===== src/rtl/sxd_defines.svh =====
// Named constants for the extended command decoder: characters, codes, reset values.
// Assumes 8-bit ASCII characters on the serial side and one 10 MHz clock.
`ifndef SXD_DEFINES_SVH
`define SXD_DEFINES_SVH

// ----------------------------------------------------------------------------
// Command and reply characters
// ----------------------------------------------------------------------------
`define SXD_CH_BANG      8'h21
`define SXD_CH_QUERY     8'h3F
`define SXD_CH_X         8'h58
`define SXD_CH_A         8'h41
`define SXD_CH_D         8'h44
`define SXD_CH_I         8'h49
`define SXD_CH_E         8'h45
`define SXD_CH_S         8'h53
`define SXD_CH_PLUS      8'h2B
`define SXD_CH_MINUS     8'h2D
`define SXD_CH_DOT       8'h2E
`define SXD_CH_0         8'h30
`define SXD_CH_1         8'h31
`define SXD_CH_2         8'h32
`define SXD_CH_3         8'h33
`define SXD_CH_9         8'h39
`define SXD_CH_CR        8'h0D
`define SXD_CH_LF        8'h0A
`define SXD_CH_NUL       8'h00
`define SXD_CH_ADDR_SLOT 8'h40

// ----------------------------------------------------------------------------
// Reset values, unit codes and value scaling
// ----------------------------------------------------------------------------
`define SXD_RST_ADDR     8'h30
`define SXD_UNIT_PSI     4'h1
`define SXD_SEP_FEET     3'h0
`define SXD_SEP_MAX      4'h4
`define SXD_FRAC_MAX     2'h2
`define SXD_LINE_ONE     1'b0
`define SXD_LINE_TWO     1'b1
`define SXD_VAL_ZERO     24'h000000

// ----------------------------------------------------------------------------
// Reply text layout: identity field positions inside the identity reply
// ----------------------------------------------------------------------------
`define SXD_ID_VENDOR_POS 5'h03
`define SXD_ID_MODEL_POS  5'h0B
`define SXD_ID_HW_POS     5'h11
`define SXD_ID_CR_POS     5'h14

`endif


===== src/rtl/sxd_pkg.sv =====
// Types shared by the extended command decoder and its reply text memory.
// Assumes sxd_defines.svh is compiled alongside; no constants live here.
package sxd_pkg;

	// ------------------------------------------------------------------------
	// Enumerations
	// ------------------------------------------------------------------------
	typedef enum logic [1:0] {
		SXD_TXT_ADDR, SXD_TXT_ACK, SXD_TXT_IDENT, SXD_TXT_TIMED
	} sxd_text_e;

	typedef enum logic [2:0] {
		SXD_OP_NONE, SXD_OP_QUERY, SXD_OP_ADDR, SXD_OP_IDENT, SXD_OP_CAL, SXD_OP_LEVEL
	} sxd_op_e;

	typedef enum logic [3:0] {
		SXD_ST_IDLE, SXD_ST_X, SXD_ST_OP, SXD_ST_A, SXD_ST_NEWA1, SXD_ST_NEWA2,
		SXD_ST_END, SXD_ST_SEL, SXD_ST_VAL, SXD_ST_UNIT, SXD_ST_SKIP, SXD_ST_EXEC,
		SXD_ST_FETCH, SXD_ST_LOAD, SXD_ST_SEND
	} sxd_state_e;

	// ------------------------------------------------------------------------
	// Carriers
	// ------------------------------------------------------------------------
	typedef logic signed [23:0] sxd_val_t;

	typedef struct packed {
		logic       dual_variant;
		logic       dual_expanded;
		logic       density_mode;
		logic       active_line;
		logic [3:0] level_units;
	} sxd_cfg_s;

	typedef struct packed {
		sxd_val_t [1:0]   offset;
		logic [1:0][3:0]  offset_unit;
		sxd_val_t         separation;
		logic [2:0]       separation_unit;
		sxd_val_t         density;
	} sxd_cal_s;

	typedef struct packed {
		sxd_state_e st;
		sxd_op_e    op;
		sxd_text_e  kind;
		logic [4:0] idx;
		logic [7:0] addr;
		logic       wild;
		logic [7:0] new_a1;
		logic [7:0] new_a2;
		logic       sel_given;
		logic       sel;
		logic       val_given;
		logic       neg;
		logic       in_frac;
		logic [1:0] frac;
		sxd_val_t   acc;
		logic       unit_given;
		logic [3:0] unit;
		logic [7:0] tx_char;
		logic       tx_valid;
		logic       done;
		sxd_cal_s   cal;
	} sxd_dec_s;

endpackage : sxd_pkg


===== src/rtl/sxd_text_rom.sv =====
// Reply text memory: one template per reply kind, NUL-terminated, read through a register.
// Assumes the caller replaces the address slot character with the live bus address.
`include "sxd_defines.svh"

module sxd_text_rom #(
	parameter logic [63:0] VENDOR = "ACMEINST", // Arbitrary neutral vendor field.
	parameter logic [47:0] MODEL  = "LVL100",   // Arbitrary neutral model field.
	parameter logic [23:0] HW_VER = "001"       // Arbitrary neutral hardware version.
) (
	input  wire logic              mclk,
	input  wire logic              sys_rst,
	input  wire sxd_pkg::sxd_text_e kind,
	input  wire logic [4:0]        idx,
	output logic [7:0]             rd_data
);

	typedef struct packed {
		logic [7:0] data;
	} sxd_rom_s;

	sxd_rom_s q;
	sxd_rom_s d;
	logic [4:0] rel;

	// ------------------------------------------------------------------------
	// Template lookup
	// ------------------------------------------------------------------------
	// Fields are picked by offset from their end so the strings stay parameters.
	always_comb begin
		d = q;
		d.data = `SXD_CH_NUL;
		rel = 5'h00;
		if (idx == 5'h00) begin
			d.data = `SXD_CH_ADDR_SLOT;
		end else begin
			case (kind)
				sxd_pkg::SXD_TXT_ADDR: begin
					if (idx == 5'h01) d.data = `SXD_CH_CR;
					else if (idx == 5'h02) d.data = `SXD_CH_LF;
				end
				sxd_pkg::SXD_TXT_ACK, sxd_pkg::SXD_TXT_TIMED: begin
					// Completion code, or zero seconds plus one value to collect.
					if (idx <= 5'h03) begin
						d.data = (kind == sxd_pkg::SXD_TXT_ACK && idx == 5'h03) ?
							`SXD_CH_1 : `SXD_CH_0;
					end else if (idx == 5'h04) d.data = `SXD_CH_1;
					else if (idx == 5'h05) d.data = `SXD_CH_CR;
					else if (idx == 5'h06) d.data = `SXD_CH_LF;
				end
				sxd_pkg::SXD_TXT_IDENT: begin
					if (idx == 5'h01) begin
						d.data = `SXD_CH_1;
					end else if (idx == 5'h02) begin
						d.data = `SXD_CH_3;
					end else if (idx < `SXD_ID_MODEL_POS) begin
						rel = 5'(`SXD_ID_MODEL_POS - idx - 5'h01);
						d.data = VENDOR[rel*8 +: 8];
					end else if (idx < `SXD_ID_HW_POS) begin
						rel = 5'(`SXD_ID_HW_POS - idx - 5'h01);
						d.data = MODEL[rel*8 +: 8];
					end else if (idx < `SXD_ID_CR_POS) begin
						rel = 5'(`SXD_ID_CR_POS - idx - 5'h01);
						d.data = HW_VER[rel*8 +: 8];
					end else if (idx == `SXD_ID_CR_POS) begin
						d.data = `SXD_CH_CR;
					end else if (idx == 5'(`SXD_ID_CR_POS + 5'h01)) begin
						d.data = `SXD_CH_LF;
					end
				end
				default: d.data = `SXD_CH_NUL;
			endcase
		end
	end

	// ------------------------------------------------------------------------
	// Read register
	// ------------------------------------------------------------------------
	always_ff @(posedge mclk) begin
		if (sys_rst) q <= '{data: `SXD_CH_NUL};
		else q <= d;
	end

	assign rd_data = q.data;

endmodule : sxd_text_rom


===== src/rtl/sxd_decoder.sv =====
// Extended command decoder and responder for a bubbler level sensor on an SDI-12 bus.
// Assumes a character receiver and transmitter on the same clock handle the line itself.
// What this block does
// Wildcard query answers with own current address, whatever address it was sent to.
// Address change carries new address twice; accepted change acknowledged with completion code.
// Differing address copies: send nothing, keep existing address.
// Identity reply: address, protocol version, vendor, model, hardware version.
// Calibration selector 1 means line one, 2 means line two or density.
// Dual expanded, no selector: calibration applies to currently active line.
// Density setup: value is orifice separation, unit 0 ft..4 mm.
// Parameters optional; no selector outside dual expanded acts on line one.
// Absent value leaves stored calibration offset unchanged.
// Absent unit on calibration command means pounds per square inch.
// Calibration and set-level reply address, three-digit seconds, one value.
// Later data request shows new offset in current level units.
// Set-level takes optional selector, level value and unit code.
// Set-level recomputes offset so current reading equals requested level.
// Density setup: set-level sets density in g/ml, ignoring unit.
// Commands start with address, end with '!', ignored on address mismatch except the query.
`include "sxd_defines.svh"

module sxd_decoder (
	input  wire logic             mclk,
	input  wire logic             sys_rst,
	input  wire logic [7:0]       rx_char,
	input  wire logic             rx_valid,
	input  wire logic             tx_ready,
	input  wire sxd_pkg::sxd_cfg_s cfg,
	input  wire sxd_pkg::sxd_val_t reading_one,
	input  wire sxd_pkg::sxd_val_t reading_two,
	output logic [7:0]            tx_char,
	output logic                  tx_valid,
	output logic [7:0]            bus_addr,
	output sxd_pkg::sxd_cal_s     cal,
	output logic                  cmd_done,
	output logic                  busy
);

	sxd_pkg::sxd_dec_s q;
	sxd_pkg::sxd_dec_s d;
	logic [7:0]        rom_data;
	logic              is_digit;
	logic [3:0]        digit;
	logic              line;
	logic              density_line;
	sxd_pkg::sxd_val_t value;
	sxd_pkg::sxd_val_t reading;

	// ------------------------------------------------------------------------
	// Reply text memory
	// ------------------------------------------------------------------------
	sxd_text_rom u_text (
		.mclk    (mclk),
		.sys_rst (sys_rst),
		.kind    (q.kind),
		.idx     (q.idx),
		.rd_data (rom_data)
	);

	// ------------------------------------------------------------------------
	// Helpers
	// ------------------------------------------------------------------------
	// Scales the collected digits to hundredths; extra fraction digits are dropped.
	function automatic sxd_pkg::sxd_val_t scale(input sxd_pkg::sxd_val_t acc,
	                                           input logic [1:0] frac, input logic neg);
		sxd_pkg::sxd_val_t v;
		v = acc;
		if (frac == 2'h0) v = 24'((acc <<< 6) + (acc <<< 5) + (acc <<< 2));
		else if (frac == 2'h1) v = 24'((acc <<< 3) + (acc <<< 1));
		scale = neg ? 24'(-v) : v;
	endfunction : scale

	// Digit test and digit value of the character now on the receive side.
	assign is_digit = (rx_char >= `SXD_CH_0) && (rx_char <= `SXD_CH_9);
	assign digit    = 4'(rx_char - `SXD_CH_0);

	// Line choice for both setting commands.
	always_comb begin
		if (!cfg.dual_variant) line = `SXD_LINE_ONE;
		else if (q.sel_given) line = q.sel;
		else if (cfg.dual_expanded) line = cfg.active_line;
		else line = `SXD_LINE_ONE;
	end

	assign density_line = cfg.dual_variant && cfg.density_mode && (line == `SXD_LINE_TWO);
	assign value   = scale(q.acc, q.frac, q.neg);
	assign reading = (line == `SXD_LINE_TWO) ? reading_two : reading_one;

	// ------------------------------------------------------------------------
	// Command parser, executor and reply sender
	// ------------------------------------------------------------------------
	// While a reply is being sent incoming characters are ignored; the bus is half duplex.
	always_comb begin
		d = q;
		d.done = 1'b0;
		case (q.st)
			sxd_pkg::SXD_ST_IDLE: if (rx_valid) begin
				d.wild       = (rx_char != q.addr);
				d.op         = sxd_pkg::SXD_OP_NONE;
				d.sel_given  = 1'b0;
				d.val_given  = 1'b0;
				d.unit_given = 1'b0;
				d.neg        = 1'b0;
				d.in_frac    = 1'b0;
				d.frac       = 2'h0;
				d.acc        = `SXD_VAL_ZERO;
				// Any address may carry the query, so even a foreign one walks on.
				if (rx_char != `SXD_CH_BANG) d.st = sxd_pkg::SXD_ST_X;
			end
			// After the address only the extended letter is of interest here.
			sxd_pkg::SXD_ST_X: if (rx_valid) begin
				d.st = (rx_char == `SXD_CH_X) ? sxd_pkg::SXD_ST_OP : sxd_pkg::SXD_ST_SKIP;
			end
			// Command letter; anything unknown is skipped up to the closing mark.
			// A foreign address leaves only the query open.
			sxd_pkg::SXD_ST_OP: if (rx_valid) begin
				d.st = sxd_pkg::SXD_ST_SKIP;
				if (rx_char == `SXD_CH_QUERY) begin
					d.op = sxd_pkg::SXD_OP_QUERY;
					d.st = sxd_pkg::SXD_ST_END;
				end else if (!q.wild) begin
					// The wildcard only ever addresses the query.
					if (rx_char == `SXD_CH_A) begin
						d.st = sxd_pkg::SXD_ST_A;
					end else if (rx_char == `SXD_CH_E) begin
						d.op = sxd_pkg::SXD_OP_CAL;
						d.st = sxd_pkg::SXD_ST_SEL;
					end else if (rx_char == `SXD_CH_S) begin
						d.op = sxd_pkg::SXD_OP_LEVEL;
						d.st = sxd_pkg::SXD_ST_SEL;
					end
				end
			end
			// Second letter of the address-change and identity commands.
			sxd_pkg::SXD_ST_A: if (rx_valid) begin
				d.st = sxd_pkg::SXD_ST_SKIP;
				if (rx_char == `SXD_CH_D) begin
					d.op = sxd_pkg::SXD_OP_ADDR;
					d.st = sxd_pkg::SXD_ST_NEWA1;
				end else if (rx_char == `SXD_CH_I) begin
					d.op = sxd_pkg::SXD_OP_IDENT;
					d.st = sxd_pkg::SXD_ST_END;
				end
			end
			// The two copies are kept apart and compared only at execution.
			sxd_pkg::SXD_ST_NEWA1: if (rx_valid) begin
				d.new_a1 = rx_char;
				d.st = (rx_char == `SXD_CH_BANG) ? sxd_pkg::SXD_ST_IDLE : sxd_pkg::SXD_ST_NEWA2;
			end
			// A closing mark here means the second copy is missing.
			sxd_pkg::SXD_ST_NEWA2: if (rx_valid) begin
				d.new_a2 = rx_char;
				d.st = (rx_char == `SXD_CH_BANG) ? sxd_pkg::SXD_ST_IDLE : sxd_pkg::SXD_ST_END;
			end
			// Only the closing mark, or a '2' after the identity command, is allowed now.
			sxd_pkg::SXD_ST_END: if (rx_valid) begin
				// The second identity form differs only by a trailing '2'.
				if (rx_char == `SXD_CH_BANG) d.st = sxd_pkg::SXD_ST_EXEC;
				else if (!(q.op == sxd_pkg::SXD_OP_IDENT && rx_char == `SXD_CH_2))
					d.st = sxd_pkg::SXD_ST_SKIP;
			end
			// Optional line selector, then an optional signed value.
			sxd_pkg::SXD_ST_SEL: if (rx_valid) begin
				if (rx_char == `SXD_CH_BANG) begin
					d.st = sxd_pkg::SXD_ST_EXEC;
				end else if (!q.sel_given && (rx_char == `SXD_CH_1 || rx_char == `SXD_CH_2)) begin
					d.sel_given = 1'b1;
					d.sel = (rx_char == `SXD_CH_2);
				end else if (rx_char == `SXD_CH_PLUS || rx_char == `SXD_CH_MINUS) begin
					d.neg = (rx_char == `SXD_CH_MINUS);
					d.st  = sxd_pkg::SXD_ST_VAL;
				end else begin
					d.st = sxd_pkg::SXD_ST_SKIP;
				end
			end
			// Digits of the value; fraction digits past the second are dropped,
			// which truncates rather than rounds, matching the hundredths storage.
			sxd_pkg::SXD_ST_VAL: if (rx_valid) begin
				if (rx_char == `SXD_CH_BANG) begin
					d.st = sxd_pkg::SXD_ST_EXEC;
				end else if (is_digit) begin
					d.val_given = 1'b1;
					if (!q.in_frac || q.frac != `SXD_FRAC_MAX) begin
						d.acc = 24'((q.acc <<< 3) + (q.acc <<< 1) + 24'(digit));
						if (q.in_frac) d.frac = 2'(q.frac + 2'h1);
					end
				end else if (rx_char == `SXD_CH_DOT && !q.in_frac) begin
					d.in_frac = 1'b1;
				end else if (rx_char == `SXD_CH_PLUS) begin
					d.st = sxd_pkg::SXD_ST_UNIT;
				end else begin
					d.st = sxd_pkg::SXD_ST_SKIP;
				end
			end
			// One optional unit digit; a second digit makes the frame malformed.
			sxd_pkg::SXD_ST_UNIT: if (rx_valid) begin
				if (rx_char == `SXD_CH_BANG) begin
					d.st = sxd_pkg::SXD_ST_EXEC;
				end else if (is_digit && !q.unit_given) begin
					d.unit_given = 1'b1;
					d.unit = digit;
				end else begin
					d.st = sxd_pkg::SXD_ST_SKIP;
				end
			end
			// A malformed or foreign frame is swallowed up to its closing mark,
			// since a reply would collide with the sensor really addressed.
			sxd_pkg::SXD_ST_SKIP: if (rx_valid && rx_char == `SXD_CH_BANG) begin
				d.st = sxd_pkg::SXD_ST_IDLE;
			end
			// Execution takes one cycle and pulses completion even when nothing is sent.
			// Unequal address copies go straight back to idle, silently.
			sxd_pkg::SXD_ST_EXEC: begin
				d.done = 1'b1;
				d.idx  = 5'h00;
				d.st   = sxd_pkg::SXD_ST_FETCH;
				case (q.op)
					sxd_pkg::SXD_OP_QUERY: d.kind = sxd_pkg::SXD_TXT_ADDR;
					sxd_pkg::SXD_OP_IDENT: d.kind = sxd_pkg::SXD_TXT_IDENT;
					// The new address takes effect before the acknowledgement goes out.
					sxd_pkg::SXD_OP_ADDR: begin
						if (q.new_a1 == q.new_a2) begin
							d.addr = q.new_a1;
							d.kind = sxd_pkg::SXD_TXT_ACK;
						end else begin
							d.st = sxd_pkg::SXD_ST_IDLE;
						end
					end
					// Density setups store separation, otherwise the chosen line's offset.
					sxd_pkg::SXD_OP_CAL: begin
						d.kind = sxd_pkg::SXD_TXT_TIMED;
						if (density_line) begin
							if (q.val_given) begin
								d.cal.separation = value;
								d.cal.separation_unit = (q.unit_given && q.unit <= `SXD_SEP_MAX) ?
									3'(q.unit) : `SXD_SEP_FEET;
							end
						end else if (q.val_given) begin
							d.cal.offset[line] = value;
							d.cal.offset_unit[line] = q.unit_given ? q.unit : `SXD_UNIT_PSI;
						end
					end
					// Density setups store density, otherwise the offset is recomputed.
					sxd_pkg::SXD_OP_LEVEL: begin
						d.kind = sxd_pkg::SXD_TXT_TIMED;
						if (density_line) begin
							if (q.val_given) d.cal.density = value;
						end else if (q.val_given) begin
							// Reading and level are both taken in the selected level units.
							d.cal.offset[line] = 24'(q.cal.offset[line] + value - reading);
							d.cal.offset_unit[line] = cfg.level_units;
						end
					end
					default: d.st = sxd_pkg::SXD_ST_IDLE;
				endcase
			end
			// One cycle for the text memory to register the next character.
			sxd_pkg::SXD_ST_FETCH: d.st = sxd_pkg::SXD_ST_LOAD;
			sxd_pkg::SXD_ST_LOAD: begin
				// The address slot is filled live so a changed address shows at once.
				if (rom_data == `SXD_CH_NUL) begin
					d.st = sxd_pkg::SXD_ST_IDLE;
				end else begin
					d.tx_char  = (rom_data == `SXD_CH_ADDR_SLOT) ? q.addr : rom_data;
					d.tx_valid = 1'b1;
					d.st       = sxd_pkg::SXD_ST_SEND;
				end
			end
			// Hold the character until the transmitter takes it, then step on.
			// Three cycles a character is far below the serial line's own rate.
			sxd_pkg::SXD_ST_SEND: if (tx_ready) begin
				d.tx_valid = 1'b0;
				d.idx      = 5'(q.idx + 5'h01);
				d.st       = sxd_pkg::SXD_ST_FETCH;
			end
			default: d.st = sxd_pkg::SXD_ST_IDLE;
		endcase
	end

	// ------------------------------------------------------------------------
	// State register
	// ------------------------------------------------------------------------
	always_ff @(posedge mclk) begin
		if (sys_rst) begin
			// Clear everything, then lay in the few fields whose idle value is not zero.
			q <= '0;
			q.st <= sxd_pkg::SXD_ST_IDLE;
			q.addr <= `SXD_RST_ADDR;
			q.cal.offset_unit <= {`SXD_UNIT_PSI, `SXD_UNIT_PSI};
		end else begin
			q <= d;
		end
	end

	// ------------------------------------------------------------------------
	// Outputs
	// ------------------------------------------------------------------------
	assign tx_char  = q.tx_char;
	assign tx_valid = q.tx_valid;
	assign bus_addr = q.addr;
	assign cal      = q.cal;
	assign cmd_done = q.done;
	// Busy spans execution and the whole reply; received characters are dropped then.
	assign busy     = (q.st == sxd_pkg::SXD_ST_EXEC) || (q.st == sxd_pkg::SXD_ST_FETCH) ||
	                  (q.st == sxd_pkg::SXD_ST_LOAD) || (q.st == sxd_pkg::SXD_ST_SEND);

endmodule : sxd_decoder


===== config.mk =====
export PLATFORM = sky130hd
export DESIGN_NAME = sxd_decoder
export DESIGN_NICKNAME = d
export VERILOG_FILES = /design/src/rtl/sxd_pkg.sv /design/src/rtl/sxd_text_rom.sv /design/src/rtl/sxd_decoder.sv
export VERILOG_INCLUDE_DIRS = /design/src /design/src/rtl
export SDC_FILE = /design/constraint.sdc
export NUM_CORES = 1
export LEC_CHECK = 0
export BUFFER_PORTS_ARGS = -buffer_cell sky130_fd_sc_hd__buf_2
export CAP_MARGIN = 40
export CORE_ASPECT_RATIO = 2
export CORE_MARGIN = 2
export CORE_UTILIZATION = 54
export DETAILED_ROUTE_END_ITERATION = 16
export HOLD_SLACK_MARGIN = 0.1
export PLACE_DENSITY = 0.83
export SLEW_MARGIN = 0
export SYNTH_ARGS = -nofsm -noshare
export SYNTH_HDL_FRONTEND = slang
export SYNTH_SLANG_ARGS = --single-unit

===== constraint.sdc =====
create_clock -name mclk -period 6.5 [get_ports mclk]
set_clock_uncertainty 0.2 [all_clocks]
set_input_delay 0.975 -clock mclk [delete_from_list [all_inputs] [get_ports mclk]]
set_output_delay 0.975 -clock mclk [all_outputs]
set_load 0.03 [all_outputs]

## Word level (Yosys, flattened, before mapping)

Index checks and enable logic that the tools add are counted.

- Register bits after elaboration: 200
- Input bits: 68
- Output and inout port bits: 126
- Logic and storage cells: 330

- Add/subtract/negate cells: 17
- $lt $le $gt $ge: 9
- Eq/ne operators: 89
- Shift-type cells: 3
- Muxes and demuxes: 122
- Bitwise gates (word level): 2
- Reduce and logical (&&, ||, !) cells: 59

Operators with widths:

| operator | number |
|---|---|
| two-way mux 24 bit | 10 |
| two-way mux 56 bit | 4 |
| two-way mux 27 bit | 5 |
| adder 24 bit | 5 |
| two-way mux 4 bit | 28 |
| case mux 56 bit (2 select lines) | 1 |
| two-way mux 108 bit | 1 |
| bitwise mux 48 bit | 2 |
| two-way mux 8 bit | 11 |
| two-way mux 7 bit | 10 |
| != test 2 bit, second input constant | 32 |
| indexed part select 64 x 9 -> 8 bit, first input constant | 1 |
| case mux 4 bit (15 select lines) | 1 |
| equality test 8 x 6 -> 1 bit, second input constant | 7 |
| equality test 8 x 7 -> 1 bit, second input constant | 7 |
| case mux 27 bit (2 select lines) | 1 |
| two-way mux 26 bit | 2 |
| indexed part select 48 x 9 -> 8 bit, first input constant | 1 |
| two-way mux 30 bit | 1 |
| equality test 4 bit, second input constant | 7 |
| adder 24 x 4 -> 24 bit | 1 |
| demux 24 bit (select 1 bit) | 1 |
| != test 3 bit, second input constant | 8 |
| negator 24 bit | 1 |
| other kinds (65) | 153 |

## Logic depth before layout (Yosys ltp)

- Depth after elaboration: 12
- Depth in mapped cells: 29
- Mapped depth without buffers: 26

## By module

Synthesis repeated with hierarchy kept, for this count alone.

- Cell total of the unflattened synthesis: 2031
- Area total of the unflattened synthesis: 16490.8 µm²

By module, submodules not included:

| module | times used | cells an instance | area each (µm²) | sequential area each (µm²) |
|---|---|---|---|---|
| sxd_decoder | 1 | 1913 | 15600.0 | 3843.7 |
| sxd_text_rom | 1 | 118 | 890.9 | 140.1 |

## Least setup slack after synthesis

Ideal clock, no wire load.

- Kind: register to register
- From: register q[146] (netlist name)
- To: register, netlist name cal[106]
- Library setup time: 0.086 ns
- Arrival time: 6.171 ns
- Required time: 6.214 ns
- Path slack: 0.044 ns
- Stages on the path, launching flop included: 30
- Buffers on the path: 4
- Period minus slack after synthesis: 6.456 ns
- Cell sequence: dfxtp_1 inv_1 ha_1 buf_6 clkbuf_1 clkbuf_1 clkbuf_1 nor3_1 inv_1 ha_1 o211ai_1 nor3_1 nand2_1 or4_1 nand4b_1 o41ai_1 xor2_1 inv_1 fa_1 ha_1 a21o_1 a21oi_1 inv_1 a21oi_1 o21ai_0 o31ai_1 xnor2_1 nor2_1 xnor2_1 a211oi_1

- Longest elaborated chain between the ends: 11
- Elaborated cells on any way between the ends: 15
- Classes of those cells: add/sub: 3; eq/ne: 1; mux: 10; reduce/logical: 1

RTL lines:

| what | line | text |
|---|---|---|
| start, declared | sxd_decoder.sv:39 | `sxd_pkg::sxd_dec_s q;` |
| equality test 2 x 1 -> 1 bit | sxd_decoder.sv:69 | `else if (frac == 2'h1) v = 24'((acc <<< 3) + (acc <<< 1));` |
| two-way mux 24 bit | sxd_decoder.sv:69 |  |
| two-way mux 24 bit (*) | sxd_decoder.sv:68 | `if (frac == 2'h0) v = 24'((acc <<< 6) + (acc <<< 5) + (acc <<< 2));` |
| negator 24 bit | sxd_decoder.sv:70 | `scale = neg ? 24'(-v) : v;` |
| two-way mux 24 bit (*) | sxd_decoder.sv:70 |  |
| net value[0] | sxd_decoder.sv:46 | `sxd_pkg::sxd_val_t value;` |
| adder 24 bit (*) | sxd_decoder.sv:250 | `d.cal.offset[line] = 24'(q.cal.offset[line] + value - reading);` |
| subtractor 24 bit (*) | sxd_decoder.sv:250 |  |
| bitwise mux 48 bit (*) | sxd_decoder.sv:250 |  |
| two-way mux 56 bit (*) | sxd_decoder.sv:248 | `end else if (q.val_given) begin` |
| two-way mux 56 bit (*) | sxd_decoder.sv:246 | `if (density_line) begin` |
| case mux 56 bit (2 select lines) (*) | sxd_decoder.sv:217 | `case (q.op)` |

Mark *: on every way through the listed nets, which the timed path passes. The rest lies on a longest branch. The select of a mux whose other input is x is not followed.
A chain may end at the register's enable or synchronous reset.

## Final worst setup path

- From: register q[122] (netlist name)
- To: register, netlist name cal[106]

- Longest elaborated chain between the ends: 11
- Elaborated cells on any way between the ends: 16
- Classes of those cells: add/sub: 6; mux: 10

RTL lines:

| what | line |
|---|---|
| adder 24 bit (on tied branches) | sxd_decoder.sv:68, sxd_decoder.sv:69 |
| adder 24 bit or two-way mux 24 bit (tied branches) | sxd_decoder.sv:68, sxd_decoder.sv:69 |
| two-way mux 24 bit (*) | sxd_decoder.sv:68 |
| negator 24 bit | sxd_decoder.sv:70 |
| two-way mux 24 bit (*) | sxd_decoder.sv:70 |
| net value[18] | sxd_decoder.sv:46 |
| adder 24 bit (*) | sxd_decoder.sv:250 |
| subtractor 24 bit (*) | sxd_decoder.sv:250 |
| bitwise mux 48 bit (*) | sxd_decoder.sv:250 |
| two-way mux 56 bit (*) | sxd_decoder.sv:248 |
| two-way mux 56 bit (*) | sxd_decoder.sv:246 |
| case mux 56 bit (2 select lines) (*) | sxd_decoder.sv:217 |

Marks and branches as above.

==> impl_metrics.py <==
metrics = {
    "logic_synthesis": {
        "synth_sequential_area_ratio_pct": 24.43,
        "net_count_after_synthesis": 2266,
        "synth_seq_cells": 199,
        "post_synth.cell_area_avg_um2": 8.000,
        "synthDominantCellAreaShare_pct": 24.43,
        "yosys.cell_types.count": 83,
        "netlist_area_mm2": 0.01630,
        "edff_count_synth": 0,
        "synth_top_cells_by_area": "sky130_fd_sc_hd__dfxtp_1, sky130_fd_sc_hd__fa_1, sky130_fd_sc_hd__ha_1",
        "synthesis.yosys.warnings": 0,
        "synth-main-ff-cell": "sky130_fd_sc_hd__dfxtp_1",
        "netlist.top_cell.by_area": "sky130_fd_sc_hd__dfxtp_1",
        "synth_async_sr_flop_share_pct": 0,
        "gate_count_after_technology_mapping": 2038,
    },
    "setup_path": {
        "cp-end-kind": "flip-flop",
        "crit_arrival_ns": 6.52,
        "critPathRequiredTime_ns": 6.69,
        "path_max_fanout": 4,
        "critPathLaunchType": "flip-flop",
        "path_class": "flip-flop to flip-flop",
        "reg2reg_slack_ns": 0.17,
    },
    "cts": {
        "clk_path_buf_depth": 2,
        "clk_transition_reported_paths_ns": 0.08,
        "h-tree-depth": 4,
        "clkLatencyLatePin_ns": 0.47,
        "cts_root_buffer": "sky130_fd_sc_hd__clkbuf_16",
        "cts-buffers-inserted": 17,
        "tritoncts": "yes",
        "clkSinkCount": 199,
        "hold_fix_buffer_count_after_cts": 0,
    },
    "placed_design": {
        "place.gp.congestion": 0.9816,
        "half_perimeter_wire_length_after_placement_um": 38190,
        "preCtsSetupSlack_ns": -0.1427,
        "numPortBuffers": 193,
    },
    "detailed_routing": {
        "route.vias.total": 15180,
        "drt-pass1-iter-count": 5,
        "via_per_instance_ratio": 6.069,
        "remaining_drc_errors": 0,
        "drt_iter0_markers": 1285,
        "routedWlPerCell_um": 19.71,
        "postRouteAntennaNets": 0,
        "sum_of_routed_wire_length_over_all_layers_um": 49300,
    },
    "global_route": {
        "wire_length_of_the_first_global_routing_pass_um": 76910,
        "global_route.overflow_total": 0,
        "number_of_global_route_vias_before_repair": 14250,
        "globalRouteTotalUtil_pct": 30.64,
        "number_of_antenna_violations_at_the_first_check_in_global_routing": 0,
        "pin_count_of_the_biggest_net_entering_global_routing": 101,
    },
    "sta": {
        "final_period_minus_worst_setup_slack_ns": 6.332,
        "final_hold_viol_count": 0,
        "setup_ws_ns": 0.1679,
        "finalCritPeriodShare_pct": 97.42,
        "setup_viol_count_final": 0,
        "final-max-slew-violation-count": 0,
        "timing.slew.headroom_pct": 37.09,
        "worst_slew_pin_slew_ns": 0.9351,
        "clock.fmax_mhz": 157.9,
    },
    "layout": {
        "antenna_cells_inserted": 0,
        "area_used_by_multi_input_combinational_logic_mm2": 0.01087,
        "area_growth_syn_to_layout_pct": 10.21,
        "nNetsFinal": 2348,
        "final_layout_size_suffix_gt1_share_pct": 18.66,
        "n_fill_cell": 2611,
        "area.sequential_mm2": 0.003989,
    },
    "power_and_ir_drop": {
        "power_leakage_nw": 8.065,
        "power_density_mw_per_mm2": 152.3,
        "vdd.ir_drop.worst_mv": 0.1833,
        "p_total_w": 0.002736,
    },
    "floorplanning": {
        "initial_utilization_pct": 54.43,
        "dieWidth_um": 126.9,
        "dieArea_mm2": 0.03168,
        "io_pins": 194,
        "coreArea_mm2": 0.02995,
        "chipHeight_um": 249.7,
        "floorplan.rows": 90,
    },
    "outcome": {
        "outcome": "completed",
    },
    "run": {
        "max_cap_violations": 0,
    },
    "hold_path": {
        "min_path_type": "flip-flop to flip-flop",
    },
}
-- critical path, cell delays in order (launching register included) --
cell	delay, ns
sky130_fd_sc_hd__dfxtp_1	0.33
sky130_fd_sc_hd__inv_1	0.07
sky130_fd_sc_hd__fa_1	0.54
sky130_fd_sc_hd__inv_1	0.04
sky130_fd_sc_hd__ha_1	0.22
sky130_fd_sc_hd__fa_2	0.43
sky130_fd_sc_hd__a21oi_2	0.16
sky130_fd_sc_hd__nand3_2	0.12
sky130_fd_sc_hd__or2_1	0.30
sky130_fd_sc_hd__or4_1	0.53
sky130_fd_sc_hd__nand4b_1	0.26
sky130_fd_sc_hd__o41ai_2	0.37
sky130_fd_sc_hd__xor2_1	0.24
sky130_fd_sc_hd__inv_1	0.12
sky130_fd_sc_hd__fa_1	0.48
sky130_fd_sc_hd__ha_1	0.32
sky130_fd_sc_hd__a21o_1	0.18
sky130_fd_sc_hd__a21oi_2	0.16
sky130_fd_sc_hd__inv_1	0.07
sky130_fd_sc_hd__a21oi_1	0.14
sky130_fd_sc_hd__o21ai_1	0.12
sky130_fd_sc_hd__o31ai_2	0.23
sky130_fd_sc_hd__xnor2_1	0.14
sky130_fd_sc_hd__nor2_1	0.07
sky130_fd_sc_hd__xnor2_1	0.14
sky130_fd_sc_hd__a211oi_1	0.26
-- kinds of logic after synthesis --
| family | share of synthesized area (%) |
|---|---|
| AOI/OAI and AO/OA | 18.83 |
| adders and majority gates | 15.13 |
| buffers and inverters | 10.01 |
| muxes | 5.602 |
| DFF | 24.43 |
| and+or+nand+nor | 20.08 |
| xor gates and xnor gates | 5.909 |
-- repair_timing --
item                                    4_1_cts  5_1_grt
endpoints found under the setup margin        6       11
pin swaps                                     6       10
buffers inserted                              2        2
gates resized for setup                       9       26
-- flip-flops by register name (all words and copies together) (netlist names) --
name and cells:
bus_addr 8, cal 107, cmd_done 1, q 67, tx_char 8, tx_valid 1
u_text.rd_data 7
-- per-stage QoR --
step | setup TNS [ns] | cell area, µm² | cells | hold slack [ns] | util [%]
final | 0 | 17970 | 2501 | 0.2548 | 59.99
after global routing | -0.09118 | 17970 | 2501 | 0.2737 | 59.99
after CTS | 0 | 17840 | 2499 | 0.2539 | 59.55
after detailed placement | -0.2593 | 17130 | 2465 | 0.2435 | 57.19
after global placement | -0.07122 | 17040 | 2460 | 0.2387 | 56.88
after floorplan | 0 | 16300 | 2038 | 0.2257 | -
-- Yosys cell counts (56+ instances only) --
library cell and number:
sky130_fd_sc_hd__fa_1 62, sky130_fd_sc_hd__nand2_1 161, sky130_fd_sc_hd__mux2i_1 62, sky130_fd_sc_hd__dfxtp_1 199
sky130_fd_sc_hd__nor3_1 65, sky130_fd_sc_hd__nor2_1 281, sky130_fd_sc_hd__o21ai_0 85, sky130_fd_sc_hd__xnor2_1 56
sky130_fd_sc_hd__a21oi_1 149, sky130_fd_sc_hd__inv_1 81, sky130_fd_sc_hd__buf_4 123, sky130_fd_sc_hd__clkbuf_1 88
sky130_fd_sc_hd__a211oi_1 76, sky130_fd_sc_hd__ha_1 98
-- worst paths after layout --
path / from / end / depth (start not counted)
worst min register to register: cal[23] / cal[23] / 2
worst max register to register: q[122] / cal[106] / 25
worst max-delay path: q[122] / cal[106] / 25
worst min-delay path: cal[23] / cal[23] / 2
-- final cells by class --
| cell class | count | area share, % |
|---|---|---|
| Timing Repair Buffer | 282 | 9.435 |
| Sequential cell | 199 | 22.20 |
| Tap cell | 368 | 2.562 |
| Clock inverter | 14 | 1.205 |
| Clock buffer | 18 | 2.388 |
| Multi-Input combinational cell | 1537 | 60.48 |
| Inverter | 83 | 1.734 |
-- power by group --
group | internal [W] | switching [W] | leakage [nW] | total (W)
sequential | 0.00122 | 0.0000209 | 1.61 | 0.00124
combinational | 0.000127 | 0.000209 | 6.15 | 0.000336
clock | 0.000570 | 0.000585 | 0.309 | 0.00116
-- placed cells by master (no fill, tap or decap), drive strengths merged, types with 23 or more instances in the layout --
cell type  instances
nand3             40
fa                62
mux2              26
xor2              54
a21oi            149
nand2            161
nand2b            23
mux2i             62
ha                98
nor3              66
nor2             281
a211oi            78
dfxtp            199
xnor2             56
buf              282
inv               89
o21ai             89
-- routing by layer --
layer	up-vias	track usage [%]	share of wire, %
li1	7178	-	-
met1	7116	37.83	40
met2	753	51.35	48
met3	132	6.024	8.2
met4	0	13.75	4.4
met5	-	0	0
Note: power is estimated with default switching activity, not from simulation.
